$ cat src/rtl/wbh_defines.svh
// Constants of the buffer-write command handler: codes, field positions, limits, sense values.
// Assumes inclusion by bare name from every design file that needs them.
`ifndef WBH_DEFINES_SVH
`define WBH_DEFINES_SVH

`define WBH_OPCODE          8'h3B
`define WBH_MODE_MSB        2
`define WBH_MODE_LSB        0
`define WBH_MODE_COMBINED   3'h0
`define WBH_MODE_DATA       3'h2
`define WBH_MODE_DOWNLOAD   3'h5
`define WBH_HDR_BYTES       24'h000004
`define WBH_BUF_CAP         24'h060000
`define WBH_COMB_MAX_LEN    24'h060004
`define WBH_CODE_LEN        24'h00C000
`define WBH_SK_NONE         4'h0
`define WBH_SK_ILLEGAL      4'h5
`define WBH_SK_UNIT_ATTN    4'h6
`define WBH_ASC_NONE        8'h00
`define WBH_ASC_INV_FIELD   8'h24
`define WBH_ASC_TGT_CHANGED 8'h3F
`define WBH_ASCQ_NONE       8'h00

`endif

$ cat src/rtl/wbh_pkg.sv
// Types shared by the buffer-write command handler.
// Assumes nothing beyond a SystemVerilog compiler.
`default_nettype none

package wbh_pkg;

    typedef struct packed {
        logic [7:0]  opcode;
        logic [7:0]  mode_byte;
        logic [7:0]  buf_id;
        logic [23:0] offset;
        logic [23:0] length;
        logic [7:0]  control;
    } wbh_cdb_t;

    typedef enum logic [1:0] {
        WBH_M_COMBINED = 2'b00,
        WBH_M_DATA     = 2'b01,
        WBH_M_DOWNLOAD = 2'b10,
        WBH_M_INVALID  = 2'b11
    } wbh_mode_t;

    typedef struct packed {
        wbh_mode_t   mode;
        logic        field_err;
        logic [23:0] start_addr;
        logic [23:0] length;
    } wbh_req_t;

    typedef struct packed {
        logic        check;
        logic [3:0]  key;
        logic [7:0]  asc;
        logic [7:0]  ascq;
    } wbh_sense_t;

    typedef enum logic [1:0] {
        WBH_IDLE   = 2'b00,
        WBH_XFER   = 2'b01,
        WBH_REPORT = 2'b10
    } wbh_state_t;

endpackage

`default_nettype wire

$ cat src/rtl/wbh_top.sv
// Buffer-write command handler: decodes the command, takes the data-out bytes, reports sense.
// Assumes a same-clock command sequencer and byte stream; the stored code bank select is a pin.
//
// Behaviour
// - Handle only opcode 3Bh and never write the recording medium.
// - Mode comes from bits 2 to 0 of command byte 1.
// - Modes 000b combined, 010b data, 101b download; others unsupported or reserved.
// - Every accepted valid mode with a nonzero transfer length and no field error enters a data-out phase; zero length reports at once.
// - Combined mode skips four header bytes, stores payload from buffer byte zero.
// - Transfer length bytes 6 to 8 count the data-out bytes taken.
// - Combined mode stores transfer length minus four bytes.
// - Combined length above 60004h ends with illegal request, invalid field.
// - Data mode stores from the offset in command bytes 3 to 5.
// - Data mode past segment capacity ends with illegal request, invalid field.
// - Download commits code to non-volatile store only on success.
// - Download ignores buffer id and offset fields.
// - Successful download raises unit attention for all other initiators.
// - That unit attention carries target operating conditions have changed.
`default_nettype none
`include "wbh_defines.svh"

module wbh_top #(
    parameter int          NI       = 8,
    parameter int          IW       = 3,
    parameter logic [23:0] SEG_CAP  = `WBH_BUF_CAP,
    parameter logic [23:0] CODE_CAP = `WBH_CODE_LEN,
    parameter int          NV_AW    = 16
) (
    input  wire logic                clk,
    input  wire logic                sys_rst,
    input  wire logic                cmd_valid,
    input  wire wbh_pkg::wbh_cdb_t   cmd_cdb,
    input  wire logic [IW-1:0]       cmd_initiator,
    output logic                     cmd_ready,
    input  wire logic                dout_valid,
    input  wire logic [7:0]          dout_data,
    output logic                     dout_ready,
    input  wire logic                xfer_abort,
    output logic                     buf_we,
    output logic [23:0]              buf_addr,
    output logic [7:0]               buf_wdata,
    input  wire logic                nv_bank_pin,
    output logic                     nv_we,
    output logic [NV_AW-1:0]         nv_addr,
    output logic [7:0]               nv_wdata,
    output logic                     nv_bank,
    output logic                     nv_commit,
    output logic                     medium_we,
    output logic                     resp_valid,
    output var  wbh_pkg::wbh_sense_t resp_sense,
    input  wire logic [NI-1:0]       ua_clear,
    output logic [NI-1:0]            ua_pending,
    output var  wbh_pkg::wbh_sense_t ua_sense
);

    wbh_pkg::wbh_state_t state_q;
    wbh_pkg::wbh_req_t   dec_req;
    wbh_pkg::wbh_req_t   req_q;
    logic                dec_hit;
    logic [IW-1:0]       issuer_q;
    logic [23:0]         cnt_q;
    logic [23:0]         addr_q;
    logic                accept;
    logic                take;
    logic                last;
    logic                store;
    logic                dl_done;

    function automatic logic [NI-1:0] onehot(input logic [IW-1:0] idx);
        onehot = NI'(1) << idx;
    endfunction

    ////////////////////////////////////////////////////////////////////////////////
    wbh_cdb_decode #(
        .SEG_CAP  (SEG_CAP),
        .CODE_CAP (CODE_CAP)
    ) u_decode (
        .cdb (cmd_cdb),
        .hit (dec_hit),
        .req (dec_req)
    );

    wbh_nv_stage #(
        .AW (NV_AW)
    ) u_nv (
        .clk         (clk),
        .sys_rst     (sys_rst),
        .start       (accept && dec_req.mode == wbh_pkg::WBH_M_DOWNLOAD),
        .byte_valid  (take && req_q.mode == wbh_pkg::WBH_M_DOWNLOAD),
        .byte_data   (dout_data),
        .commit      (dl_done),
        .nv_bank_pin (nv_bank_pin),
        .nv_we       (nv_we),
        .nv_addr     (nv_addr),
        .nv_wdata    (nv_wdata),
        .nv_bank     (nv_bank),
        .nv_commit   (nv_commit)
    );

    ////////////////////////////////////////////////////////////////////////////////
    // Other opcodes are left for other handlers and never leave idle
    assign cmd_ready  = (state_q == wbh_pkg::WBH_IDLE);
    assign accept     = cmd_valid && dec_hit && cmd_ready;
    assign dout_ready = (state_q == wbh_pkg::WBH_XFER);
    assign take       = dout_valid && dout_ready;
    assign last       = take && (cnt_q == 24'(req_q.length - 1'b1));
    assign store      = take && (req_q.mode == wbh_pkg::WBH_M_DATA ||
                                 (req_q.mode == wbh_pkg::WBH_M_COMBINED && cnt_q >= `WBH_HDR_BYTES));
    assign dl_done    = last && !xfer_abort && (req_q.mode == wbh_pkg::WBH_M_DOWNLOAD);
    assign medium_we  = 1'b0;

    always_ff @(posedge clk or posedge sys_rst) begin
        if (sys_rst) begin
            state_q <= wbh_pkg::WBH_IDLE;
        end else begin
            case (state_q)
                wbh_pkg::WBH_IDLE: begin
                    if (accept) begin
                        // Field errors are reported before any byte is taken
                        if (dec_req.field_err || dec_req.length == 24'h000000) begin
                            state_q <= wbh_pkg::WBH_REPORT;
                        end else begin
                            state_q <= wbh_pkg::WBH_XFER;
                        end
                    end
                end
                wbh_pkg::WBH_XFER: begin
                    if (xfer_abort) begin
                        state_q <= wbh_pkg::WBH_IDLE;
                    end else if (last) begin
                        state_q <= wbh_pkg::WBH_REPORT;
                    end
                end
                wbh_pkg::WBH_REPORT: begin
                    state_q <= wbh_pkg::WBH_IDLE;
                end
                default: begin
                    state_q <= wbh_pkg::WBH_IDLE;
                end
            endcase
        end
    end

    always_ff @(posedge clk or posedge sys_rst) begin
        if (sys_rst) begin
            req_q    <= '0;
            issuer_q <= '0;
        end else if (accept) begin
            req_q    <= dec_req;
            issuer_q <= cmd_initiator;
        end
    end

    ////////////////////////////////////////////////////////////////////////////////
    always_ff @(posedge clk or posedge sys_rst) begin
        if (sys_rst) begin
            cnt_q  <= 24'h000000;
            addr_q <= 24'h000000;
        end else if (accept) begin
            cnt_q  <= 24'h000000;
            addr_q <= dec_req.start_addr;
        end else begin
            if (take) begin
                cnt_q <= 24'(cnt_q + 1'b1);
            end
            if (store) begin
                addr_q <= 24'(addr_q + 1'b1);
            end
        end
    end

    always_ff @(posedge clk or posedge sys_rst) begin
        if (sys_rst) begin
            buf_we    <= 1'b0;
            buf_addr  <= 24'h000000;
            buf_wdata <= 8'h00;
        end else begin
            buf_we <= store;
            if (store) begin
                buf_addr  <= addr_q;
                buf_wdata <= dout_data;
            end
        end
    end

    ////////////////////////////////////////////////////////////////////////////////
    always_ff @(posedge clk or posedge sys_rst) begin
        if (sys_rst) begin
            resp_valid <= 1'b0;
            resp_sense <= '0;
        end else begin
            resp_valid <= (accept && (dec_req.field_err || dec_req.length == 24'h000000)) ||
                          (last && !xfer_abort);
            if (accept && dec_req.field_err) begin
                resp_sense.check <= 1'b1;
                resp_sense.key   <= `WBH_SK_ILLEGAL;
                resp_sense.asc   <= `WBH_ASC_INV_FIELD;
                resp_sense.ascq  <= `WBH_ASCQ_NONE;
            end else if (accept) begin
                resp_sense.check <= 1'b0;
                resp_sense.key   <= `WBH_SK_NONE;
                resp_sense.asc   <= `WBH_ASC_NONE;
                resp_sense.ascq  <= `WBH_ASCQ_NONE;
            end
        end
    end

    // A new attention wins over a clear arriving in the same cycle
    always_ff @(posedge clk or posedge sys_rst) begin
        if (sys_rst) begin
            ua_pending <= '0;
        end else if (dl_done && !xfer_abort) begin
            ua_pending <= (ua_pending & ~ua_clear) | ~onehot(issuer_q);
        end else begin
            ua_pending <= ua_pending & ~ua_clear;
        end
    end

    always_ff @(posedge clk or posedge sys_rst) begin
        if (sys_rst) begin
            ua_sense <= '0;
        end else begin
            ua_sense.check <= 1'b1;
            ua_sense.key   <= `WBH_SK_UNIT_ATTN;
            ua_sense.asc   <= `WBH_ASC_TGT_CHANGED;
            ua_sense.ascq  <= `WBH_ASCQ_NONE;
        end
    end

    ////////////////////////////////////////////////////////////////////////////////
    // Helper counters, only read by the checks below
    logic [23:0] chk_taken_q;
    logic [23:0] chk_stored_q;

    always_ff @(posedge clk or posedge sys_rst) begin
        if (sys_rst) begin
            chk_taken_q  <= 24'h000000;
            chk_stored_q <= 24'h000000;
        end else if (accept) begin
            chk_taken_q  <= 24'h000000;
            chk_stored_q <= 24'h000000;
        end else begin
            chk_taken_q  <= 24'(chk_taken_q + {23'h000000, take});
            chk_stored_q <= 24'(chk_stored_q + {23'h000000, buf_we});
        end
    end

    a_no_medium_write: assert property (@(posedge clk) disable iff (sys_rst)
        medium_we == 1'b0) else $error("medium write seen");

    a_foreign_opcode: assert property (@(posedge clk) disable iff (sys_rst)
        (cmd_ready && cmd_valid && cmd_cdb.opcode != 8'h3B) |=> state_q == wbh_pkg::WBH_IDLE)
        else $error("foreign opcode accepted");

    a_bad_mode: assert property (@(posedge clk) disable iff (sys_rst)
        (accept && (cmd_cdb.mode_byte[2:0] == 3'h1 || cmd_cdb.mode_byte[2:0] == 3'h3 ||
                    cmd_cdb.mode_byte[2:0] == 3'h4 || cmd_cdb.mode_byte[2:0] >= 3'h6))
        |=> resp_valid && resp_sense.check && resp_sense.key == 4'h5 && resp_sense.asc == 8'h24
            && !dout_ready ##1 !buf_we) else $error("bad mode not rejected");

    a_xfer_entry: assert property (@(posedge clk) disable iff (sys_rst)
        (accept && cmd_cdb.mode_byte[2:0] == 3'h5 && cmd_cdb.length == 24'h00C000)
        |=> dout_ready && !resp_valid) else $error("no data phase for download");

    a_comb_limit: assert property (@(posedge clk) disable iff (sys_rst)
        (accept && cmd_cdb.mode_byte[2:0] == 3'h0 && cmd_cdb.length > 24'h060004)
        |=> resp_valid && resp_sense.check && resp_sense.key == 4'h5 && resp_sense.asc == 8'h24)
        else $error("combined length over limit accepted");

    a_comb_edge_ok: assert property (@(posedge clk) disable iff (sys_rst)
        (accept && cmd_cdb.mode_byte[2:0] == 3'h0 && cmd_cdb.length == 24'h060004)
        |=> dout_ready) else $error("combined length at limit refused");

    a_seg_limit: assert property (@(posedge clk) disable iff (sys_rst)
        (accept && cmd_cdb.mode_byte[2:0] == 3'h2 &&
         ({1'b0, cmd_cdb.offset} + {1'b0, cmd_cdb.length}) > {1'b0, SEG_CAP})
        |=> resp_valid && resp_sense.check) else $error("segment overrun accepted");

    a_comb_first_addr: assert property (@(posedge clk) disable iff (sys_rst)
        ($rose(buf_we) && chk_stored_q == 24'h000000 && req_q.mode == wbh_pkg::WBH_M_COMBINED)
        |-> buf_addr == 24'h000000 && chk_taken_q == 24'h000005) else $error("header not skipped");

    a_data_first_addr: assert property (@(posedge clk) disable iff (sys_rst)
        (buf_we && chk_stored_q == 24'h000000 && req_q.mode == wbh_pkg::WBH_M_DATA)
        |-> buf_addr == req_q.start_addr) else $error("data mode offset wrong");

    a_byte_counts: assert property (@(posedge clk) disable iff (sys_rst)
        (resp_valid && !resp_sense.check && req_q.mode == wbh_pkg::WBH_M_COMBINED &&
         req_q.length >= 24'h000004)
        |-> chk_taken_q == req_q.length &&
            24'(chk_stored_q + {23'h000000, buf_we}) == 24'(req_q.length - 24'h000004))
        else $error("combined byte counts wrong");

    a_commit_good: assert property (@(posedge clk) disable iff (sys_rst)
        nv_commit |-> resp_valid && !resp_sense.check && req_q.mode == wbh_pkg::WBH_M_DOWNLOAD
                      && chk_taken_q == req_q.length) else $error("commit without success");

    a_ua_others: assert property (@(posedge clk) disable iff (sys_rst)
        nv_commit |-> &(ua_pending | onehot(issuer_q))) else $error("attention missing for other");

    a_ua_sense: assert property (@(posedge clk) disable iff (sys_rst)
        $rose(|ua_pending) |-> ua_sense.key == 4'h6 && ua_sense.asc == 8'h3F)
        else $error("attention sense wrong");

endmodule

`default_nettype wire

$ cat src/rtl/wbh_cdb_decode.sv
// Combinational decode of a command block into mode, start address, length and field error.
// Assumes a stable command block while it is examined.
`default_nettype none
`include "wbh_defines.svh"

module wbh_cdb_decode #(
    parameter logic [23:0] SEG_CAP  = `WBH_BUF_CAP,
    parameter logic [23:0] CODE_CAP = `WBH_CODE_LEN
) (
    input  wire wbh_pkg::wbh_cdb_t cdb,
    output logic                   hit,
    output var  wbh_pkg::wbh_req_t req
);

    function automatic wbh_pkg::wbh_mode_t mode_of(input logic [2:0] m);
        case (m)
            `WBH_MODE_COMBINED: mode_of = wbh_pkg::WBH_M_COMBINED;
            `WBH_MODE_DATA:     mode_of = wbh_pkg::WBH_M_DATA;
            `WBH_MODE_DOWNLOAD: mode_of = wbh_pkg::WBH_M_DOWNLOAD;
            default:            mode_of = wbh_pkg::WBH_M_INVALID;
        endcase
    endfunction

    always_comb begin
        hit            = (cdb.opcode == `WBH_OPCODE);
        req.mode       = mode_of(cdb.mode_byte[`WBH_MODE_MSB:`WBH_MODE_LSB]);
        req.length     = cdb.length;
        req.start_addr = 24'h000000;
        req.field_err  = 1'b0;
        case (req.mode)
            wbh_pkg::WBH_M_COMBINED: begin
                req.field_err = (cdb.length > `WBH_COMB_MAX_LEN);
            end
            wbh_pkg::WBH_M_DATA: begin
                req.start_addr = cdb.offset;
                req.field_err  = ({1'b0, cdb.offset} + {1'b0, cdb.length}) > {1'b0, SEG_CAP};
            end
            wbh_pkg::WBH_M_DOWNLOAD: begin
                // Buffer id and offset are not looked at in this mode
                req.field_err = (cdb.length > CODE_CAP);
            end
            default: begin
                req.field_err = 1'b1;
            end
        endcase
    end

endmodule

`default_nettype wire

$ cat src/rtl/wbh_nv_stage.sv
// Stages a downloaded code image into the inactive non-volatile bank and commits it.
// Assumes the non-volatile store flips its active bank on a commit pulse and keeps it across power loss.
`default_nettype none
`include "wbh_defines.svh"

module wbh_nv_stage #(
    parameter int AW = 16
) (
    input  wire logic          clk,
    input  wire logic          sys_rst,
    input  wire logic          start,
    input  wire logic          byte_valid,
    input  wire logic [7:0]    byte_data,
    input  wire logic          commit,
    input  wire logic          nv_bank_pin,
    output logic               nv_we,
    output logic [AW-1:0]      nv_addr,
    output logic [7:0]         nv_wdata,
    output logic               nv_bank,
    output logic               nv_commit
);

    logic          bank_meta_q;
    logic          bank_sync_q;
    logic [AW-1:0] addr_q;

    ////////////////////////////////////////////////////////////////////////////////
    always_ff @(posedge clk or posedge sys_rst) begin
        if (sys_rst) begin
            bank_meta_q <= 1'b0;
            bank_sync_q <= 1'b0;
        end else begin
            bank_meta_q <= nv_bank_pin;
            bank_sync_q <= bank_meta_q;
        end
    end

    // Writing the idle bank keeps the old code effective until the commit
    always_ff @(posedge clk or posedge sys_rst) begin
        if (sys_rst) begin
            addr_q   <= '0;
            nv_bank  <= 1'b0;
            nv_we    <= 1'b0;
            nv_addr  <= '0;
            nv_wdata <= 8'h00;
        end else begin
            nv_we <= byte_valid;
            if (start) begin
                addr_q  <= '0;
                nv_bank <= ~bank_sync_q;
            end else if (byte_valid) begin
                addr_q   <= AW'(addr_q + 1'b1);
                nv_addr  <= addr_q;
                nv_wdata <= byte_data;
            end
        end
    end

    always_ff @(posedge clk or posedge sys_rst) begin
        if (sys_rst) begin
            nv_commit <= 1'b0;
        end else begin
            nv_commit <= commit;
        end
    end

endmodule

`default_nettype wire

$ cat config.mk
export PLATFORM = sky130hd
export DESIGN_NAME = wbh_top
export DESIGN_NICKNAME = d
export VERILOG_FILES = /design/src/rtl/wbh_pkg.sv /design/src/rtl/wbh_top.sv /design/src/rtl/wbh_cdb_decode.sv /design/src/rtl/wbh_nv_stage.sv
export VERILOG_INCLUDE_DIRS = /design/src /design/src/rtl
export SDC_FILE = /design/constraint.sdc
export NUM_CORES = 1
export LEC_CHECK = 0
export BUFFER_PORTS_ARGS = -buffer_cell sky130_fd_sc_hd__buf_4
export CAP_MARGIN = 20
export CORE_UTILIZATION = 38
export CTS_CLUSTER_DIAMETER = 50
export DETAILED_ROUTE_END_ITERATION = 16
export SLEW_MARGIN = 20
export SYNTH_ARGS = -nofsm -noshare
export SYNTH_HDL_FRONTEND = slang
export SYNTH_SLANG_ARGS = --single-unit
$ cat constraint.sdc
create_clock -name clk -period 4.6 [get_ports clk]
set_clock_uncertainty 0.05 [all_clocks]
set_input_delay 0.23 -clock clk [delete_from_list [all_inputs] [get_ports clk]]
set_output_delay 0.23 -clock clk [all_outputs]
set_load 0.05 [all_outputs]
==> flow_summary.ini, run 1 <==
[outcome]
status = finished, violations left
failed_checks = negative hold slack

[clocking]
cts_buffers = 17
cts_max_level = 4
worstSkewPairLatency_ns = 0.43
cts_tree = done
cts_resized = 0
clock_path_buffers = 2
clk_pin_slew_ns = 0.07
numClockSinks = 168
cts_root_buf = clkbuf_16
cts_setup_buffers = 0

[placed_design]
hpwl_um = 18400
dpl_cell_area_mm2 = 0.0113
globalplace.congestion = 0.852
placedCellCount = 1555
port_buffers = 168

[synthesis]
syn_area_mm2 = 0.00997
synth-xor-area-share_pct = 7.12
syn_avg_cell_area_um2 = 8.91
synth_area_leader_cell = dfrtp_1
synth_commonest_cells = 193 x nand2_1, 168 x dfrtp_1, 94 x nor2_1
ys_types = 72
synth_edf_count = 0
synth-adder-area-share_pct = 3.84
yosysWarnings = 0
synth-compound-area-share_pct = 13.3
ys_ff_latch = 168
synthMuxAreaShare_pct = 5.57
yosysMostFrequentCell = nand2_1
synthFlopType = dfrtp_1
yosysSeqAreaShare_pct = 42.2
syn_inst = 1119
ys_async_sr_fraction_pct = 100
synthTopCellsByArea = dfrtp_1 42%, nand2_1 7.3%, mux2_2 5.0%, xnor2_1 3.9%, ha_1 3.6%
synth_top_area_share_pct = 42.2
synth_top_family_by_area = simple AND/OR/NAND/NOR gates
yosys.area_share.simple_pct = 21.5

[layout]
instances_no_fill = 1635
postLayoutCellArea_mm2 = 0.0124
syn2layout_area_growth_pct = 24.6
drive_above_1_share_pct = 21.1
num_antenna_cells = 0
fin_nets = 1428

[routing]
firstDrtPassIters = 5
route.detailed.drc = 0
wl_um = 25500
drt-vias-per-instance = 5.20
postRouteAntennaNets = 0
vias = 8497
drt_iter0_drc = 426
wire_per_inst_um = 15.6

[sta]
timing.final.crit_share_pct = 82.9
finalSetupViolCount = 0
hold_viol = 1
tns_ns = 0
hold_slack_ns = -0.00183
finalWorstPathRequiredPeriod_ns = 3.82
relSlewSlack_pct = 36.9
tightest_slew_ns = 0.946
rsz0062_at_grt = false
fmax_ghz = 0.262
maxSlewViolCount = 0

[grt]
grt_util_all_layers_pct = 19.6
overflow = 0
grt_max_degree = 169
grt_pass1_vias = 8154
antenna_found_initial = 0
grt_pass1_wl_um = 41700

[power]
powerDensity_mw_per_mm2 = 288
total_power_mw = 3.57
power_leakage_nw = 5.90
peakVddDrop_mv = 0.243

[critical_path]
r2r_start = req_q[0]
startpoint = cmd_cdb[21]
cp_max_fo = 7
critical_path_arrival_ns = 4.05
r2r_end = ua_pending[7]
worstPathRequired_ns = 4.83
cp-start-kind = input pin
reg2reg_slack_ns = 0.96
criticalPathCategory = in2reg
crit_path_end = state_q[1]
end_kind = flop
reg2reg_depth = 12

[floorplanning]
die_width_um = 164
ioPinCount = 219
row_count = 58
start_util_pct = 39.1
die_area_mm2 = 0.0269
die_h_um = 164
fp.coreArea_mm2 = 0.0255

[worst_hold_path]
hold_class = in2async

[flow_run]
drv_cap = 0
[power by group]
| group | internal (mW) | switching [mW] | total, mW |
|---|---|---|---|
| sequential | 1.49 | 0.0276 | 1.52 |
| clock | 0.887 | 0.658 | 1.55 |
| combinational | 0.200 | 0.306 | 0.506 |
| total | 2.58 | 0.992 | 3.57 |
[stage by stage]
| step | setup WS, ns | utilization [%] |
|---|---|---|
| after global placement | 0.996 | 44.4 |
| after floorplan | 1.15 | - |
| final | 0.785 | 48.8 |
| after global routing | 0.520 | 48.8 |
| after CTS | 0.844 | 48.7 |
| after detailed placement | 0.957 | 44.4 |
[critical path, cell delays in order]
cell and delay, ns:
dlygate4sd3_1 0.54, buf_4 0.16, ha_1 0.39, a21oi_1 0.36, a21oi_1 0.14, nor4_1 0.32
o221ai_1 0.17, or3_1 0.34, nor4_1 0.31, nor4b_1 0.41, o211ai_1 0.18, a21oi_1 0.35
o22ai_1 0.14
[layout make-up]
type                            count  area, um2
Multi-Input combinational cell    852       5240
Fill cell                        2404      13100
Tap cell                          330        413
Sequential cell                   168       4200
Inverter                           28        109
Clock buffer                       18        439
Clock inverter                     13        184
Timing Repair Buffer              226       1830
[what timing repair did]
item	CTS	global route
endpoints found under the setup margin	0	0
hold buffers	49	0
endpoints found under the hold margin	58	0
[state kept, by name, indices dropped and copies added, names as in the netlist]
name and cells:
u_nv.bank_meta_q 1, u_nv.nv_wdata 8, u_nv.addr_q 16, u_nv.nv_bank 1, resp_sense 1, state_q 2, req_q 26, buf_wdata 8
u_nv.bank_sync_q 1, buf_addr 24, addr_q 24, issuer_q 3, u_nv.nv_we 1, u_nv.nv_commit 1, ua_sense 1, u_nv.nv_addr 16
buf_we 1, resp_valid 1, cnt_q 24, ua_pending 8
[cell usage in the layout, fill, tap and decap left out, types with 5 or more instances in the layout]
cell / instances
dfrtp_1: 168
and2_1: 6
nand3_1: 47
xnor2_1: 44
nor2b_1: 5
and3_1: 13
clkbuf_16: 17
conb_1: 30
o21a_1: 5
o31ai_1: 7
mux2i_1: 6
a22o_1: 5
nand2_1: 193
nor3_1: 18
xor2_1: 37
buf_4: 176
o21ai_0: 49
nand4_1: 23
mux2_2: 44
ha_1: 29
a211oi_1: 7
inv_1: 26
a31oi_1: 9
o22ai_2: 8
dlygate4sd3_1: 49
or3_1: 12
nor4_1: 15
nor2_1: 92
a21oi_1: 70
[logic make-up (layout without fill, tap and decap cells)]
logic type / count (synthesis) / after routing
adder cells (fa/ha/maj): 30 / 30
flip-flops: 168 / 168
buffers and inverters: 127 / 285
XOR/XNOR: 81 / 81
AND/OR/NAND/NOR: 455 / 455
AO/OA/AOI/OAI: 206 / 206
other: 2 / 30
multiplexers: 50 / 50
[worst min path at each step]
stage,from,end,depth (start not counted)
after CTS,cmd_cdb[43],addr_q[11],3
after global routing,cmd_cdb[50],addr_q[18],3
after global placement,u_nv.bank_meta_q,u_nv.bank_sync_q,0
after detailed placement,u_nv.bank_meta_q,u_nv.bank_sync_q,0
after floorplan,nv_bank_pin,u_nv.bank_meta_q,0
final,sys_rst,u_nv.nv_commit,3
[metal layers]
metal / global-route usage [%] / share of wire (%) / vias up
li1: - / - / 4183
met1: 25.5 / 45 / 4066
met2: 33.1 / 49 / 219
met3: 3.13 / 3.7 / 29
met4: 6.73 / 2.3 / 0
met5: 0 / 0 / -
No activity file was read; power rests on OpenSTA's default activity.
==> run 2, diff against run 1 <==
ABC_AREA = 1   (was unset)
clock period = 3.75 ns   (was 4.6 ns; I/O delays follow)
==> flow_summary.ini, run 2 <==
[layout]
multi_input_area_mm2 = 0.00561
nFillCells = 2871
layout_commonest_cell = nand2_1
syn2layout_area_growth_pct = 22.7
largest_register = req_q
num_antenna_cells = 0
final_cell_mix = 424 x nand2_1, 217 x inv_1, 178 x buf_4, 168 x dfrtp_1, 138 x nor2_1
largest_reg_flops = 26
register_area_mm2 = 0.00420
fin_nets = 1888
drive_above_1_share_pct = 14.1
instances_no_fill = 2143
fin_util_pct = 48.0

[synthesis]
syn_area_mm2 = 0.0110
synth_edf_count = 0
synth_top_area_share_pct = 38.2
synth_area_leader_cell = dfrtp_1
synthFlopType = dfrtp_1
yosysMostFrequentCell = nand2_1
ys_ff_latch = 168
syn_avg_cell_area_um2 = 7.04
ys_async_sr_fraction_pct = 100
ys_types = 52
syn_inst = 1562
synthTopCellsByArea = dfrtp_1 38%, nand2_1 14%, inv_1 7.4%, nor2_1 4.7%, o21ai_0 4.7%
synth_commonest_cells = 424 x nand2_1, 218 x inv_1, 168 x dfrtp_1
yosysWarnings = 0
yosysSeqAreaShare_pct = 38.2

[floorplanning]
start_util_pct = 39.1
die_area_mm2 = 0.0296
fp.coreArea_mm2 = 0.0281
die_width_um = 172
ioPinCount = 219
die_h_um = 172
row_count = 61

[power]
power_leakage_nw = 6.74
powerDensity_mw_per_mm2 = 333
total_power_mw = 4.49
p_seq_share_pct = 42.2
pwr-share-comb_pct = 17.0
swShare_pct = 30.4
p_switching_mw = 1.36
peakVddDrop_mv = 0.247
p_int_mw = 3.13
clock_power_share_pct = 40.9

[critical_path]
r2r_start = cnt_q[4]
cp_max_fo = 4
reg2reg_depth = 10
critical_path_arrival_ns = 3.19
reg2reg_slack_ns = 1.00
r2r_end = addr_q[0]
cp-start-kind = input pin
worstPathRequired_ns = 4.02
startpoint = cmd_cdb[32]
criticalPathCategory = in2reg
end_kind = flop

[grt]
grt_util_all_layers_pct = 21.9
grt_pass1_wl_um = 50700
grt_max_degree = 97
grt_pass1_vias = 10154
overflow = 0
antenna_found_initial = 0

[routing]
drt_iter0_drc = 655
drt-vias-per-instance = 4.90
wl_um = 31600
vias = 10510
route.detailed.drc = 0
wire_per_inst_um = 14.8
postRouteAntennaNets = 0
firstDrtPassIters = 5

[clocking]
numClockSinks = 168
cts_buffers = 17
cts-hold-fix-buffers = 40
clk_pin_slew_ns = 0.08
worstSkewPairLatency_ns = 0.44
cts_root_buf = clkbuf_16
clock_path_buffers = 2
cts_max_level = 4
cts_tree = done
cts_setup_buffers = 0
cts_resized = 0

[placed_design]
globalplace.congestion = 0.883
hpwl_um = 24500
port_buffers = 168
placedCellCount = 2072

[sta]
finalSetupViolCount = 0
maxSlewViolCount = 0
relSlewSlack_pct = 38.2
timing.final.crit_share_pct = 77.8
rsz0062_at_grt = false
tightest_slew_ns = 0.927
finalWorstPathRequiredPeriod_ns = 2.92
hold_slack_ns = 0.00969
tns_ns = 0
fmax_ghz = 0.343
hold_viol = 0

[worst_hold_path]
hold_class = in2reg
min_from = cmd_cdb[51]
hold_depth = 3
hold_path_end = addr_q[19]

[outcome]
status = finished, final reports clean

[flow_run]
drv_cap = 0
-- run 2: changes by cell type in the layout (fill, tap and decap cells not counted), moves of 14 or more --
cell	previous run	this run
xnor2_1	44	7
inv_1	26	217
mux2_2	44	0
nand3_1	47	91
a22oi_1	0	14
nor3_1	18	50
nand2_1	193	424
o21ai_0	49	103
nor2_1	92	138
-- run 2: stage by stage --
stage | setup slack (ns) | instance area, um2
2_1_floorplan | 1.37 | 11100
3_3_place_gp | 0.996 | 12500
3_5_place_dp | 0.967 | 12500
4_1_cts | 0.879 | 13500
5_1_grt | 0.590 | 13500
6_report | 0.831 | 13500
-- run 2: worst max-delay path by stage --
stage | to | slack [ns] | depth (start not counted)
5_1_grt | resp_valid | 0.59 | 20
4_1_cts | resp_valid | 0.88 | 20
6_report | resp_valid | 0.83 | 20
3_3_place_gp | resp_valid | 1.0 | 19
3_5_place_dp | addr_q[0] | 0.97 | 10
2_1_floorplan | addr_q[0] | 1.37 | 1
-- run 2: power by group through the flow --
stage	Sequential [mW]	Clock [mW]	Combinational, mW
CTS	1.89	1.87	0.759
global placement	1.93	0	0.717
floorplan	1.92	0	0.529
finish	1.89	1.84	0.762
detailed placement	1.93	0	0.723
global route	1.90	1.93	0.853
-- run 2: kinds of logic after synthesis --
logic type	count (synthesis)	synth area share, %
AO/OA/AOI/OAI	218	11.1
XOR/XNOR	42	3.35
adder cells (fa/ha/maj)	30	3.48
buffers and inverters	298	11.8
flip-flops	168	38.2
other	2	0.0683
AND/OR/NAND/NOR	804	32.0
-- run 2: metal layers --
metal	vias to the layer above	global-route usage [%]	share of wire (%)
li1	5363	-	-
met1	4816	28.4	46
met2	273	36.5	47
met3	58	3.04	4.4
met4	0	9.00	3.1
met5	-	0	0
-- run 2: worst max-delay path, stage by stage --
cell and delay (ns):
dlygate4sd3_1 0.55, buf_4 0.16, ha_1 0.23, fa_1 0.47
nand3_1 0.14, nand3_1 0.16, nand2_1 0.12, nand2_1 0.08
nand2_1 0.07, nand2_1 0.04, inv_1 0.04, nand3_1 0.05
nor2_1 0.08, nand3_1 0.07, o21bai_1 0.22, nand2_1 0.17
nand2_1 0.13, nand3_1 0.10, nand2_1 0.08, nand2_1 0.04
-- run 2: layout make-up --
type	instances	area share (%)
repair buffers	219	13.0
inverters	223	6.24
clock buffers	17	3.15
clock inverters	14	1.32
well taps	378	3.51
flip-flops and latches	168	31.2
multi-input cells	1124	41.6
